$ cat config.mk
export PLATFORM = sky130hd
export DESIGN_NAME = dbgcmp_top
export DESIGN_NICKNAME = d
export VERILOG_FILES = /design/src/dbgcmp_pkg.sv /design/src/dbgcmp_top.sv /design/src/dbgcmp_unit.sv
export SDC_FILE = /design/constraint.sdc
export NUM_CORES = 1
export LEC_CHECK = 0
export BUFFER_PORTS_ARGS = -buffer_cell sky130_fd_sc_hd__clkbuf_2
export CORE_MARGIN = 2
export CORE_UTILIZATION = 52
export CTS_CLUSTER_DIAMETER = 120
export DETAILED_ROUTE_END_ITERATION = 12
export PLACE_DENSITY = 0.8
export REMOVE_ABC_BUFFERS = 1
export SETUP_SLACK_MARGIN = 0.02
export SYNTH_ARGS = -nofsm -noshare
export SYNTH_HDL_FRONTEND = slang
export SYNTH_SLANG_ARGS = --single-unit
$ cat constraint.sdc
create_clock -name clk_sys -period 2.91 [get_ports clk_sys]
set_input_delay 0.291 -clock clk_sys [delete_from_list [all_inputs] [get_ports clk_sys]]
set_output_delay 0.291 -clock clk_sys [all_outputs]
set_load 0.005 [all_outputs]
$ cat src/dbgcmp_pkg.sv
package dbgcmp_pkg;

  localparam int          DBGCMP_ADDR_W    = 17;
  localparam int          DBGCMP_DATA_W    = 8;
  localparam int          DBGCMP_APB_AW    = 12;

  // Register indices; byte address is four times the index
  localparam logic [3:0]  IDX_COMP_A_HIGH  = 4'h0;
  localparam logic [3:0]  IDX_COMP_A_LOW   = 4'h1;
  localparam logic [3:0]  IDX_COMP_B_HIGH  = 4'h2;
  localparam logic [3:0]  IDX_COMP_B_LOW   = 4'h3;
  localparam logic [3:0]  IDX_COMP_C_HIGH  = 4'h4;
  localparam logic [3:0]  IDX_COMP_C_LOW   = 4'h5;
  localparam logic [3:0]  IDX_TRACE_HIGH   = 4'h6;
  localparam logic [3:0]  IDX_COMP_B_EXT   = 4'h9;
  localparam logic [3:0]  IDX_CTRL         = 4'ha;
  localparam logic [3:0]  IDX_STATUS       = 4'hb;

  localparam logic [7:0]  RST_REG          = 8'h00;

  // Comparator B extension fields
  localparam int          EXT_DIR_EN_BIT   = 7;
  localparam int          EXT_DIR_VAL_BIT  = 6;
  localparam int          EXT_PAGE_BIT     = 5;
  localparam int          EXT_BIT16_BIT    = 0;
  localparam logic [7:0]  EXT_WMASK        = 8'he1;

  // Control fields
  localparam int          CTRL_ENABLE_BIT  = 7;
  localparam int          CTRL_BEGIN_BIT   = 6;
  localparam int          CTRL_FULL_BIT    = 5;
  localparam int          CTRL_A_DIR_EN_BIT  = 3;
  localparam int          CTRL_A_DIR_VAL_BIT = 2;
  localparam logic [7:0]  CTRL_WMASK       = 8'hec;

  // Status fields, write one to clear
  localparam int          STAT_HIT_A_BIT   = 0;
  localparam int          STAT_HIT_B_BIT   = 1;
  localparam int          STAT_HIT_C_BIT   = 2;
  localparam logic [7:0]  STAT_WMASK       = 8'h07;

  localparam logic [16:0] CARE_16          = 17'h0ffff;
  localparam logic [16:0] CARE_17          = 17'h1ffff;

  typedef struct packed {
    logic        valid;
    logic        rw;
    logic        ppage_sel;
    logic [2:0]  ppage;
    logic [16:0] addr;
    logic [7:0]  data;
  } dbgcmp_core_bus_t;

  typedef struct packed {
    logic [16:0] addr_exp;
    logic [16:0] addr_care;
    logic        dir_en;
    logic        dir_val;
    logic        page_en;
    logic        page_val;
    logic        use_data;
    logic [7:0]  data_exp;
  } dbgcmp_cfg_t;

  function automatic logic dbgcmp_masked_eq(input logic [16:0] val,
                                            input logic [16:0] exp,
                                            input logic [16:0] care);
    dbgcmp_masked_eq = ((val ^ exp) & care) == 17'h00000;
  endfunction

endpackage

$ cat src/dbgcmp_top.sv
// Operation
// RL1: Comparator A low bits give required values of address bits 7 to 0.
// RL2: Comparator B high bits give address bits 15 to 8; unused in full mode.
// RL3: Comparator C low bits give required values of address bits 7 to 0.
// RL4: Registers clear on reset, but hold through end-run reset with enable set, begin clear; control and status still clear on every reset.
// RL5: B direction enable adds bus direction to B match; ignored in full mode.
// RL6: B direction value: 0 matches writes, 1 matches reads; used only when enabled.
// RL7: B page select requires paged access (page:addr13..0) at 1, non-paged at 0.
// RL8: In full mode B compares data; page select and bit 16 are ignored.
// RL9: Extension bit 0 gives required value of address bit 16 for comparator B.
// RL10: A match needs every enabled qualifier equal in the same bus cycle.
`timescale 1ns/10ps
module dbgcmp_top
  import dbgcmp_pkg::*;
#(
  parameter int APB_AW = DBGCMP_APB_AW
) (
  input  wire logic              clk_sys,
  input  wire logic              sys_rst,
  input  wire logic              power_on_reset,
  input  wire logic              reset_end_run,
  // APB slave
  input  wire logic              psel,
  input  wire logic              penable,
  input  wire logic              pwrite,
  input  wire logic [APB_AW-1:0] paddr,
  input  wire logic [31:0]       pwdata,
  output logic      [31:0]       prdata,
  output logic                   pready,
  output logic                   pslverr,
  // Core bus being watched
  input  wire dbgcmp_core_bus_t  core_bus,
  // Trace word capture
  input  wire logic              trace_push,
  input  wire logic [15:0]       trace_word,
  // Match flags
  output logic                   match_a,
  output logic                   match_b,
  output logic                   match_c
);

  logic [7:0]  comp_a_addr_high;
  logic [7:0]  comp_a_addr_low;
  logic [7:0]  comp_b_addr_high;
  logic [7:0]  comp_b_addr_low;
  logic [7:0]  comp_c_addr_high;
  logic [7:0]  comp_c_addr_low;
  logic [7:0]  trace_fifo_high;
  logic [7:0]  comp_b_extension;
  logic [7:0]  debug_ctrl;
  logic [7:0]  hit_status;

  logic        keep_on_reset;
  logic        in_reset;
  logic        keep_armed;
  logic        comp_a_enable;
  logic [7:0]  status_clear;
  logic        setup_phase;
  logic        commit;
  logic        do_write;
  logic [3:0]  reg_idx;
  logic        addr_mapped;
  logic [7:0]  read_mux;
  logic [7:0]  wbyte;

  logic        debug_module_enable;
  logic        begin_trigger;
  logic        full_mode;
  logic        comp_a_dir_enable;
  logic        comp_a_dir_value;
  logic        comp_b_dir_enable;
  logic        comp_b_dir_value;
  logic        page_qualify_select;

  dbgcmp_cfg_t cfg_a;
  dbgcmp_cfg_t cfg_b;
  dbgcmp_cfg_t cfg_c;

  // Indices that answer without error
  function automatic logic idx_is_mapped(input logic [3:0] idx);
    if (idx == IDX_COMP_A_HIGH) begin
      idx_is_mapped = 1'b1;
    end else if (idx == IDX_COMP_A_LOW) begin
      idx_is_mapped = 1'b1;
    end else if (idx == IDX_COMP_B_HIGH) begin
      idx_is_mapped = 1'b1;
    end else if (idx == IDX_COMP_B_LOW) begin
      idx_is_mapped = 1'b1;
    end else if (idx == IDX_COMP_C_HIGH) begin
      idx_is_mapped = 1'b1;
    end else if (idx == IDX_COMP_C_LOW) begin
      idx_is_mapped = 1'b1;
    end else if (idx == IDX_TRACE_HIGH) begin
      idx_is_mapped = 1'b1;
    end else if (idx == IDX_COMP_B_EXT) begin
      idx_is_mapped = 1'b1;
    end else if (idx == IDX_CTRL) begin
      idx_is_mapped = 1'b1;
    end else if (idx == IDX_STATUS) begin
      idx_is_mapped = 1'b1;
    end else begin
      idx_is_mapped = 1'b0;
    end
  endfunction

  // Write strobe for one register index
  function automatic logic wr_sel(input logic wr, input logic [3:0] idx, input logic [3:0] sel);
    wr_sel = wr && (idx == sel);
  endfunction

  // Field views of the control and extension registers
  always_comb begin
    debug_module_enable = debug_ctrl[CTRL_ENABLE_BIT];
    begin_trigger       = debug_ctrl[CTRL_BEGIN_BIT];
    full_mode           = debug_ctrl[CTRL_FULL_BIT];
    comp_a_dir_enable   = debug_ctrl[CTRL_A_DIR_EN_BIT];
    comp_a_dir_value    = debug_ctrl[CTRL_A_DIR_VAL_BIT];
    comp_b_dir_enable   = comp_b_extension[EXT_DIR_EN_BIT];
    comp_b_dir_value    = comp_b_extension[EXT_DIR_VAL_BIT];
    page_qualify_select = comp_b_extension[EXT_PAGE_BIT];
  end

  // Control clears at the first reset edge, so the keep decision is held from there
  always_ff @(posedge clk_sys) begin
    in_reset <= sys_rst;
  end

  always_ff @(posedge clk_sys) begin
    if (sys_rst && !in_reset) begin
      keep_armed <= debug_module_enable && !begin_trigger; // see RL4
    end
  end

  // Reset that ends a trace run with enable set and begin clear keeps contents
  always_comb begin
    keep_on_reset = reset_end_run && !power_on_reset &&
                    (in_reset ? keep_armed : (debug_module_enable && !begin_trigger)); // see RL4
  end

  // Comparator A is taken over by B in full mode
  always_comb begin
    comp_a_enable = debug_module_enable && !full_mode;
  end

  // APB decode
  always_comb begin
    reg_idx     = paddr[5:2];
    addr_mapped = 1'b0;
    if (paddr[1:0] != 2'h0) begin
      addr_mapped = 1'b0;
    end else if (paddr[APB_AW-1:6] != '0) begin
      addr_mapped = 1'b0;
    end else begin
      addr_mapped = idx_is_mapped(reg_idx);
    end
    setup_phase = psel && !penable;
    commit      = psel && penable && pready;
    do_write    = commit && pwrite && addr_mapped;
    wbyte       = pwdata[7:0];
  end

  always_comb begin
    read_mux = 8'h00;
    if (reg_idx == IDX_COMP_A_HIGH) begin
      read_mux = comp_a_addr_high;
    end else if (reg_idx == IDX_COMP_A_LOW) begin
      read_mux = comp_a_addr_low;
    end else if (reg_idx == IDX_COMP_B_HIGH) begin
      read_mux = comp_b_addr_high;
    end else if (reg_idx == IDX_COMP_B_LOW) begin
      read_mux = comp_b_addr_low;
    end else if (reg_idx == IDX_COMP_C_HIGH) begin
      read_mux = comp_c_addr_high;
    end else if (reg_idx == IDX_COMP_C_LOW) begin
      read_mux = comp_c_addr_low;
    end else if (reg_idx == IDX_TRACE_HIGH) begin
      read_mux = trace_fifo_high;
    end else if (reg_idx == IDX_COMP_B_EXT) begin
      read_mux = comp_b_extension & EXT_WMASK;
    end else if (reg_idx == IDX_CTRL) begin
      read_mux = debug_ctrl & CTRL_WMASK;
    end else if (reg_idx == IDX_STATUS) begin
      read_mux = hit_status & STAT_WMASK;
    end
  end

  // Bus answer: one access cycle, data latched in setup
  always_ff @(posedge clk_sys) begin
    if (sys_rst) begin
      pready  <= 1'b0;
      pslverr <= 1'b0;
      prdata  <= 32'h00000000;
    end else if (setup_phase) begin
      pready  <= 1'b1;
      pslverr <= !addr_mapped;
      prdata  <= (addr_mapped && !pwrite) ? {24'h000000, read_mux} : 32'h00000000;
    end else begin
      pready  <= 1'b0;
      pslverr <= 1'b0;
    end
  end

  // Comparator A address
  always_ff @(posedge clk_sys) begin
    if (sys_rst) begin
      if (!keep_on_reset) begin // see RL4
        comp_a_addr_high <= RST_REG;
        comp_a_addr_low  <= RST_REG;
      end
    end else if (wr_sel(do_write, reg_idx, IDX_COMP_A_HIGH)) begin
      comp_a_addr_high <= wbyte;
    end else if (wr_sel(do_write, reg_idx, IDX_COMP_A_LOW)) begin
      comp_a_addr_low  <= wbyte; // see RL1
    end
  end

  // Comparator B address and extension
  always_ff @(posedge clk_sys) begin
    if (sys_rst) begin
      if (!keep_on_reset) begin // see RL4
        comp_b_addr_high <= RST_REG;
        comp_b_addr_low  <= RST_REG;
        comp_b_extension <= RST_REG;
      end else begin
        comp_b_extension <= comp_b_extension & EXT_WMASK;
      end
    end else if (wr_sel(do_write, reg_idx, IDX_COMP_B_HIGH)) begin
      comp_b_addr_high <= wbyte; // see RL2
    end else if (wr_sel(do_write, reg_idx, IDX_COMP_B_LOW)) begin
      comp_b_addr_low  <= wbyte;
    end else if (wr_sel(do_write, reg_idx, IDX_COMP_B_EXT)) begin
      comp_b_extension <= wbyte & EXT_WMASK; // see RL9
    end
  end

  // Comparator C address
  always_ff @(posedge clk_sys) begin
    if (sys_rst) begin
      if (!keep_on_reset) begin // see RL4
        comp_c_addr_high <= RST_REG;
        comp_c_addr_low  <= RST_REG;
      end
    end else if (wr_sel(do_write, reg_idx, IDX_COMP_C_HIGH)) begin
      comp_c_addr_high <= wbyte;
    end else if (wr_sel(do_write, reg_idx, IDX_COMP_C_LOW)) begin
      comp_c_addr_low  <= wbyte; // see RL3
    end
  end

  // Trace high byte, read only to software
  always_ff @(posedge clk_sys) begin
    if (sys_rst) begin
      if (!keep_on_reset) begin // see RL4
        trace_fifo_high <= RST_REG;
      end
    end else if (trace_push && debug_module_enable) begin
      trace_fifo_high <= trace_word[15:8];
    end
  end

  // Control register clears on every reset
  always_ff @(posedge clk_sys) begin
    if (sys_rst) begin
      debug_ctrl <= RST_REG;
    end else if (wr_sel(do_write, reg_idx, IDX_CTRL)) begin
      debug_ctrl <= wbyte & CTRL_WMASK;
    end
  end

  // Write one to clear, only the implemented flags
  always_comb begin
    status_clear = 8'h00;
    if (wr_sel(do_write, reg_idx, IDX_STATUS)) begin
      status_clear = wbyte & STAT_WMASK;
    end
  end

  // Sticky hits; a new hit wins over a clear in the same cycle
  always_ff @(posedge clk_sys) begin
    if (sys_rst) begin
      hit_status <= RST_REG;
    end else begin
      hit_status <= (hit_status & ~status_clear) | {5'h00, match_c, match_b, match_a};
    end
  end

  // Comparator configurations
  always_comb begin
    cfg_a           = '0;
    cfg_a.addr_exp  = {1'b0, comp_a_addr_high, comp_a_addr_low}; // see RL1
    cfg_a.addr_care = CARE_16;
    cfg_a.dir_en    = comp_a_dir_enable;
    cfg_a.dir_val   = comp_a_dir_value;

    cfg_b = '0;
    if (full_mode) begin
      // Full mode: A address and A direction, B low byte as data
      cfg_b.addr_exp  = cfg_a.addr_exp; // see RL2
      cfg_b.addr_care = CARE_16;
      cfg_b.dir_en    = comp_a_dir_enable; // see RL5 // see RL6
      cfg_b.dir_val   = comp_a_dir_value;
      cfg_b.page_en   = 1'b0; // see RL8
      cfg_b.use_data  = 1'b1; // see RL8
      cfg_b.data_exp  = comp_b_addr_low;
    end else begin
      cfg_b.addr_exp  = {comp_b_extension[EXT_BIT16_BIT], comp_b_addr_high, comp_b_addr_low}; // see RL9 // see RL2
      cfg_b.addr_care = CARE_17;
      cfg_b.dir_en    = comp_b_dir_enable; // see RL5
      cfg_b.dir_val   = comp_b_dir_value; // see RL6
      cfg_b.page_en   = 1'b1; // see RL7
      cfg_b.page_val  = page_qualify_select; // see RL7
    end

    cfg_c           = '0;
    cfg_c.addr_exp  = {1'b0, comp_c_addr_high, comp_c_addr_low}; // see RL3
    cfg_c.addr_care = CARE_16;
  end

  dbgcmp_unit u_comp_a (
    .clk_sys (clk_sys),
    .sys_rst (sys_rst),
    .enable  (comp_a_enable),
    .bus     (core_bus),
    .cfg     (cfg_a),
    .hit     (match_a)
  );

  dbgcmp_unit u_comp_b (
    .clk_sys (clk_sys),
    .sys_rst (sys_rst),
    .enable  (debug_module_enable),
    .bus     (core_bus),
    .cfg     (cfg_b),
    .hit     (match_b)
  );

  dbgcmp_unit u_comp_c (
    .clk_sys (clk_sys),
    .sys_rst (sys_rst),
    .enable  (debug_module_enable),
    .bus     (core_bus),
    .cfg     (cfg_c),
    .hit     (match_c)
  );

endmodule // dbgcmp_top

$ cat src/dbgcmp_unit.sv
`timescale 1ns/10ps
module dbgcmp_unit
  import dbgcmp_pkg::*;
(
  input  wire logic             clk_sys,
  input  wire logic             sys_rst,
  input  wire logic             enable,
  input  wire dbgcmp_core_bus_t bus,
  input  wire dbgcmp_cfg_t      cfg,
  output logic                  hit
);

  logic [16:0] eff_addr;
  logic        addr_ok;
  logic        data_ok;
  logic        dir_ok;
  logic        page_ok;

  // Paged program access forms the address from page and low offset
  always_comb begin
    eff_addr = bus.ppage_sel ? {bus.ppage, bus.addr[13:0]} : bus.addr; // see RL7
    addr_ok  = dbgcmp_masked_eq(eff_addr, cfg.addr_exp, cfg.addr_care); // see RL1 // see RL3 // see RL9
    data_ok  = !cfg.use_data || (bus.data == cfg.data_exp); // see RL8
    dir_ok   = !cfg.dir_en || (bus.rw == cfg.dir_val); // see RL5 // see RL6
    page_ok  = !cfg.page_en || (bus.ppage_sel == cfg.page_val); // see RL7
  end

  always_ff @(posedge clk_sys) begin
    if (sys_rst) begin
      hit <= 1'b0;
    end else begin
      hit <= enable && bus.valid && addr_ok && data_ok && dir_ok && page_ok; // see RL10
    end
  end

endmodule // dbgcmp_unit

==> results.md, run 1 <==
- CP cell instances: mux2i_1, xnor2_1, nor4_1, nand2_1, nor4_1
- Worst Skew: 0.0126 ns
- Routed WL per cell: 21.8 µm
- DRT iter0 DRCs: 312
- Register area share after synthesis: 48.5%
- Final instance area: 5400 µm²
- CTS Buf Count: 9
- CTS root buf: clkbuf_8
- DRC: 0
- Gr ovfl total: 0
- Sw Pwr: 704 µW
- Setup TNS: 0 ns
- Layout Utilization: 61.9%
- Ant diodes: 0
- Clock Tree Buf Depth: 2
- Largest family of logic cells by synthesized area: simple AND/OR/NAND/NOR gates
- FILL cells: 733
- Worst-skew pair later-pin latency: 0.37 ns
- Final hold vios: 0
- Post-CTS setup buffers: 0
- Initial Util: 53.7%
- Die W: 98.9 µm
- Core Region: 8720 µm²
- ANT nets after route: 0
- Layout Nets: 607
- Syn_area_per_cell: 11.1 µm²
- Vias per cell: 5.95
- Post-Synth XOR/XNOR Area: 11.2%
- Leak: 2.11 nW
- Die Span Y: 98.9 µm
- Worst rel slew slack: 55.9%
- Largest net degree at the start of global routing: 33
- Antenna violations before repair: 0
- First-pass GRT wire length: 20.5 mm
- Vias in the first global route: 3579
- Worst slew pin tran: 0.660 ns
- Worst VDD drop: 0.281 mV
- Primary FF master, synth: edfxtp_1
- Post-DP Area: 5150 µm²
- Resized cells post-CTS: 0
- Wirelength, routed: 13.6 mm
- Number of I/O pins: 136
- # port buffers: 79
- Critical Path Fanout Max: 9
- EDFF count, synth: 61
- Row cnt: 34
- CP max stage cell: dfxtp_1
- CP endpoint kind: flip-flop
- Pwr Total: 2.79 mW
- Via Count: 3697
- Status: complete, no violations
- Compound-Gate Fraction of Synth Area: 10.9%
- Hold WC Path Type: primary input to flip-flop
- Hold bufs inserted after CTS: 0
- Synth Register Bits: 83
- Fmax: 429 MHz
- PD cells: 516 nW/µm²
- Post-synthesis simple-gate area fraction: 14.4%
- CTS tree: yes
- Initial DRT Pass Iterations: 5
- Synth Cell Area: 4680 µm²
- Type of origin of the critical path: flip-flop
- Logic pwr share: 13.5%
- Critical path class: flip-flop to flip-flop
- H-Tree Depth: 3
- Worst path required time: 3.12 ns
- Max_cap viols: 0
- Fraction of registers with async set/reset: 0%
- Clock sink count: 83
- Die ar.: 9780 µm²
- Worst-path clk slew: 0.08 ns
- Multiplexer share of the synthesized area: 8.02%
- Top delay family on crit path: simple AND/OR/NAND/NOR gates
- Internal power: 2.08 mW
- Syn Inst Count: 422
- Slew Viols, Final: 0
- Synth unique cells: 63
- Crit path DAT: 2.54 ns
- CP dominant cell by count: nor4_1
- RSZ-0062 raised after global routing: no
- Period utilization: 80.1%
- Min Clock Period, post-route: 2.33 ns
- Clock share of power: 37.1%
- RD Place Congestion: 0.989
- CP max stage delay: 0.67 ns
- Synth Area in Adders: 0%
- Seq pwr share: 49.4%
- Yosys warns: 0
- Gr usage total: 28.5%
- WHS: 0.135 ns
- Setup violations, final: 0
- Switching Share: 25.3%
- Post-DP HPWL: 10.3 mm
- Layout cells sized above 1: 25.7%
- CP Buf/Inv Count: 0
- Synthesis-to-layout area growth: 15.4%
==> cell usage in the layout (no fill, tap or decap), drive strengths merged, types with 2 or more instances in the layout <==
| cell type | n |
|---|---|
| nor2 | 10 |
| edfxtp | 61 |
| a31oi | 3 |
| and3 | 2 |
| nor3 | 5 |
| nand2 | 23 |
| a22o | 2 |
| clkbuf | 89 |
| a311oi | 4 |
| o311ai | 3 |
| and2 | 2 |
| or4 | 2 |
| clkinv | 3 |
| nor4 | 13 |
| o21ai | 17 |
| dfxtp | 22 |
| a22oi | 5 |
| inv | 10 |
| mux2i | 21 |
| a221oi | 3 |
| a32oi | 3 |
| bufinv | 3 |
| buf | 18 |
| nand4 | 5 |
| a21oi | 7 |
| nor2b | 36 |
| a2111oi | 2 |
| conb | 24 |
| nand2b | 9 |
| xnor2 | 32 |
| mux2 | 11 |
| nand3 | 8 |
| a211oi | 2 |
| o22ai | 4 |
| xor2 | 28 |
==> metal layers <==
| metal | GRT usage, % | part of all wire (%) |
|---|---|---|
| met2 | 45.0 | 46 |
| met3 | 6.10 | 8.9 |
| met5 | 0 | 0 |
| met4 | 12.4 | 4.0 |
| met1 | 37.9 | 41 |
==> area by class of cell <==
class	count	area (µm²)	share of cell area, %
inverter	10	37.5	0.695
sequential	83	2270	42.1
clock inverter	6	113	2.09
clock buffer	10	138	2.55
timing repair buffer	97	531	9.82
tap	108	135	2.50
multi-input combinational	307	2170	40.3
==> power groups by stage <==
stage	Clock (mW)	Combinational, mW	Sequential [mW]
5_1_grt	1.09	0.404	1.38
3_5_place_dp	0	0.367	1.40
2_1_floorplan	0	0.191	1.39
4_1_cts	1.04	0.370	1.38
3_3_place_gp	0	0.360	1.40
6_report	1.03	0.376	1.38
==> flip-flops by register name, indices dropped and copies added (netlist names) <==
register,flops
comp_a_addr_high,8
comp_a_addr_low,8
comp_b_addr_high,8
comp_b_addr_low,8
comp_b_extension,4
comp_c_addr_high,8
comp_c_addr_low,8
debug_ctrl,5
hit_status,3
in_reset,1
keep_armed,1
prdata,8
pready,1
pslverr,1
trace_fifo_high,8
u_comp_a.hit,1
u_comp_b.hit,1
u_comp_c.hit,1
==> cells in the mapped netlist, drive strengths merged (4+ instances only) <==
master	number	area share, %
nor2b	36	4.8
nor3	5	0.53
a22oi	5	0.80
clkbuf	12	0.96
xor2	28	5.2
inv	10	0.80
nand2b	9	1.2
nand4	5	0.67
edfxtp	61	39
o22ai	4	0.53
mux2i	21	4.5
mux2	11	3.0
buf	33	5.1
nand3	8	0.86
o21ai	17	1.9
nand2	23	1.9
xnor2	32	6.0
a21oi	7	0.75
dfxtp	22	9.4
nor4	13	2.0
nor2	10	0.80
a311oi	4	0.75
==> per-stage QoR <==
stage	worst slack (ns)	instances
after floorplan	0.660	400
after CTS	0.696	621
final	0.580	621
after detailed placement	0.618	605
after global routing	0.506	621
after global placement	0.625	605
==> cell families (layout without fill, tap and decap cells) <==
logic type / Yosys count / after routing
other: 1 / 24
AOI/OAI and AO/OA: 71 / 71
xor gates and xnor gates: 60 / 60
muxes: 33 / 33
DFF: 83 / 83
buffers and inverters: 55 / 123
and+or+nand+nor: 119 / 119
==> path summary, 6_finish.rpt <==
path / end / cells past startpoint / from / slack, ns
setup reg to reg: u_comp_b.hit$_SDFF_PP0_ / 5 / debug_ctrl[5]$_SDFFE_PP0P_ / 0.58
hold reg to reg: prdata[4]$_SDFFE_PP0P_ / 2 / prdata[4]$_SDFFE_PP0P_ / 0.46
setup / recovery: u_comp_b.hit$_SDFF_PP0_ / 5 / debug_ctrl[5]$_SDFFE_PP0P_ / 0.58
hold / removal: hit_status[2]$_SDFF_PP0_ / 2 / pwdata[2] / 0.13
(Power assumes the default switching activity.)
==> inputs of run 2 (changes only) <==
--- a/config.mk
+++ b/config.mk
@@ -5,12 +5,13 @@
 export SDC_FILE = /design/constraint.sdc
 export NUM_CORES = 1
 export LEC_CHECK = 0
+export ABC_AREA = 1
 export BUFFER_PORTS_ARGS = -buffer_cell sky130_fd_sc_hd__clkbuf_2
 export CORE_MARGIN = 2
-export CORE_UTILIZATION = 52
+export CORE_UTILIZATION = 47
 export CTS_CLUSTER_DIAMETER = 120
 export DETAILED_ROUTE_END_ITERATION = 12
-export PLACE_DENSITY = 0.8
+export PLACE_DENSITY = 0.76
 export REMOVE_ABC_BUFFERS = 1
 export SETUP_SLACK_MARGIN = 0.02
 export SYNTH_ARGS = -nofsm -noshare
==> constraint.sdc (replaced) <==
create_clock -name clk_sys -period 2 [get_ports clk_sys]
set_input_delay 0.2 -clock clk_sys [delete_from_list [all_inputs] [get_ports clk_sys]]
set_output_delay 0.2 -clock clk_sys [all_outputs]
set_load 0.005 [all_outputs]
==> run 2 against run 1 <==
Effect of this change: power rose by 33%; clock power rose by 15%; die area rose by 11%; synthesized cell count rose by 35%; critical path depth fell by 1; wire length rose by 4.8%; worst setup slack got worse by 0.38 ns; combinational power rose by 39%; critical endpoint is now comp_b_extension[0]$_SDFFCE_PP0P_; largest cell class unchanged; highest routed layer unchanged.
==> results.md, run 2 <==
- RSZ-0062 raised after global routing: no (unchanged)
- Reg area: 2270 µm² (unchanged)
- Post-CTS setup buffers: 0 (unchanged)
- Routed WL per cell: 17.3 µm (was 21.8 µm)
- Area leader, netlist: edfxtp_1 (unchanged)
- Gr ovfl total: 0 (unchanged)
- Vias in the first global route: 4168 (was 3579)
- Commonest non-fill, non-tap cell in the layout: nand2_1 (was clkbuf_2)
- Via Count: 4366 (was 3697)
- Gr usage total: 26.7% (was 28.5%)
- Ant diodes: 0 (unchanged)
- Reg-to-reg slack, setup: 0.20 ns (was 0.58 ns)
- Vias per cell: 5.30 (was 5.95)
- Synth Cell Area: 4730 µm² (was 4680 µm²)
- Die Span Y: 104 µm (was 98.9 µm)
- DRC: 0 (unchanged)
- Synth unique cells: 38 (was 63)
- Row cnt: 36 (was 34)
- DRT iter0 DRCs: 524 (was 312)
- Final instance area: 5620 µm² (was 5400 µm²)
- Synth Register Bits: 83 (unchanged)
- CP endpoint kind: flip-flop (unchanged)
- Primary FF master, synth: edfxtp_1 (unchanged)
- Critical path class: flip-flop to flip-flop (unchanged)
- Crit path DAT: 1.79 ns (was 2.54 ns)
- Initial Util: 48.4% (was 53.7%)
- Synthesis-to-layout area growth: 18.9% (was 15.4%)
- Worst-path clk slew: 0.09 ns (was 0.08 ns)
- RD Place Congestion: 1.01 (was 0.989)
- EDFF count, synth: 61 (unchanged)
- First-pass GRT wire length: 22.0 mm (was 20.5 mm)
- Area of the multi-input gates: 2020 µm² (was 2170 µm²)
- FILL cells: 886 (was 733)
- Worst-skew pair later-pin latency: 0.35 ns (was 0.37 ns)
- Top cell type's share of synthesized area: 38.7% (was 39.1%)
- Top-count cell post-synth: nand2_1 (was edfxtp_1)
- Layout cells sized above 1: 23.5% (was 25.7%)
- Antenna violations before repair: 0 (unchanged)
- Worst rel slew slack: 57.0% (was 55.9%)
- Final hold vios: 0 (unchanged)
- Leak: 2.50 nW (was 2.11 nW)
- Register area share after synthesis: 48.1% (was 48.5%)
- Final WS setup: 0.205 ns (was 0.580 ns)
- Post-DP HPWL: 11.2 mm (was 10.3 mm)
- CTS root buf: clkbuf_8 (unchanged)
- Clock sink count: 83 (unchanged)
- Worst path required time: 1.99 ns (was 3.12 ns)
- Syn_area_per_cell: 8.30 µm² (was 11.1 µm²)
- Clock Tree Buf Depth: 2 (unchanged)
- Placement Setup Slack: -0.185 ns (was 0.618 ns)
- CTS tree: yes (unchanged)
- Resized cells post-CTS: 1 (was 0)
- Slew Viols, Final: 0 (unchanged)
- Hold bufs inserted after CTS: 0 (unchanged)
- Initial DRT Pass Iterations: 6 (was 5)
- Worst VDD drop: 0.347 mV (was 0.281 mV)
- Largest net degree at the start of global routing: 27 (was 33)
- Fraction of registers with async set/reset: 0% (unchanged)
- Wirelength, routed: 14.2 mm (was 13.6 mm)
- Worst Skew: 0.0105 ns (was 0.0126 ns)
- Yosys warns: 0 (unchanged)
- Status: complete, no violations (unchanged)
- Main area contributors after synthesis: edfxtp_1 (39%), nand2_1 (10%), dfxtp_1 (9.3%) (was edfxtp_1 (39%), dfxtp_1 (9.4%), xnor2_1 (6.0%))
- Fmax: 557 MHz (was 429 MHz)
- # port buffers: 79 (unchanged)
- Number of I/O pins: 136 (unchanged)
- Critical R2R Capture: comp_b_extension[0]$_SDFFCE_PP0P_ (was u_comp_b.hit$_SDFF_PP0_)
- Period utilization: 89.8% (was 80.1%)
- Hold WC Path Type: primary input to flip-flop (unchanged)
- Post-DP Area: 5430 µm² (was 5150 µm²)
- H-Tree Depth: 3 (unchanged)
- Setup violations, final: 0 (unchanged)
- PD cells: 659 nW/µm² (was 516 nW/µm²)
- CTS Buf Count: 9 (unchanged)
- Syn Inst Count: 570 (was 422)
- ANT nets after route: 0 (unchanged)
- Type of origin of the critical path: flip-flop (unchanged)
- Min Clock Period, post-route: 1.80 ns (was 2.33 ns)
- Crit path to: comp_b_extension[0]$_SDFFCE_PP0P_ (was u_comp_b.hit$_SDFF_PP0_)
- Max_cap viols: 0 (unchanged)
- Most frequent cells in the layout: nand2_1 (126), clkbuf_2 (79), inv_1 (69) (was clkbuf_2 (79), edfxtp_1 (61), nor2b_1 (36))
- Critical Path Fanout Max: 4 (was 9)
- Die W: 104 µm (was 98.9 µm)
- Layout Nets: 784 (was 607)
- R2r startpoint: keep_armed$_DFFE_PP_ (was debug_ctrl[5]$_SDFFE_PP0P_)
- Reg2Reg Depth: 4 (was 5)
- Die ar.: 10900 µm² (was 9780 µm²)
- Critical Path Source: keep_armed$_DFFE_PP_ (was debug_ctrl[5]$_SDFFE_PP0P_)
- Worst slew pin tran: 0.644 ns (was 0.660 ns)
- Core Region: 9770 µm² (was 8720 µm²)
- Synth top cells by count: nand2_1 (126), inv_1 (69), edfxtp_1 (61), nor2_1 (61) (was edfxtp_1 (61), nor2b_1 (36), xnor2_1 (32), xor2_1 (28), buf_4 (25))
- WHS Path Cells: 3 (was 2)
## run 2: cell count changes after synthesis, moves of 18 or more
cell / before / now
a21oi_1: 7 / 32
xnor2_1: 32 / 14
nand2_1: 22 / 126
mux2i_1: 21 / 0
nor2_1: 10 / 61
nor2b_1: 36 / 0
inv_1: 10 / 69
## run 2: layout make-up
class	count	area share, %
inverters	79	5.27
well taps	133	2.96
flip-flops and latches	83	40.4
clock inverters	5	0.979
repair buffers	114	12.2
multi-input cells	398	35.9
clock buffers	11	2.34
## run 2: cells by family (layout without fill, tap and decap cells)
logic type	Yosys count	in the layout	synth area share (%)
simple gates	245	245	22.7
buf+inv	112	209	11.2
compound gates	94	94	11.5
flops	83	83	48.1
xor+xnor	35	35	6.48
other cells	1	24	0.0793
## run 2: worst min-delay path by stage
stage | startpoint | end
4_1_cts | trace_word[14] | trace_fifo_high[6]$_SDFFCE_PP0P_
3_3_place_gp | u_comp_b.hit$_SDFF_PP0_ | hit_status[1]$_SDFF_PP0_
6_report | trace_word[14] | trace_fifo_high[6]$_SDFFCE_PP0P_
3_5_place_dp | u_comp_b.hit$_SDFF_PP0_ | hit_status[1]$_SDFF_PP0_
5_1_grt | trace_word[14] | trace_fifo_high[6]$_SDFFCE_PP0P_
2_1_floorplan | sys_rst | in_reset$_DFF_P_
## run 2: per-stage QoR
step | hold WS, ns | setup TNS, ns | power [mW] | instances | utilization (%)
after floorplan | 0.228 | 0 | 2.28 | 560 | -
after global placement | 0.440 | -1.05 | 2.54 | 807 | 55.6
after detailed placement | 0.440 | -1.47 | 2.55 | 807 | 55.6
after CTS | 0.119 | 0 | 3.70 | 823 | 57.5
after global routing | 0.132 | 0 | 3.84 | 823 | 57.5
final | 0.124 | 0 | 3.71 | 823 | 57.5
## run 2: critical path: stages (launching register included)
cell       delay (ns)
edfxtp_1         0.37
o2111ai_1        0.40
o21ai_2          0.11
buf_4            0.14
a21oi_1          0.40
## run 2: power breakdown
part | internal [mW] | switching [mW]
clock network | 0.574 | 0.603
logic | 0.196 | 0.326
registers | 1.94 | 0.0626
total | 2.72 | 0.991
## run 2: metal layers
layer	vias to the layer above	share of wire [%]	wire length, µm	global-route usage [%]
met1	2030	41	5830	34.2
met5	-	0	0	0
met3	40	9.6	1370	8.15
li1	2046	-	-	-
met2	250	46	6570	43.3
met4	0	3.1	446	8.20
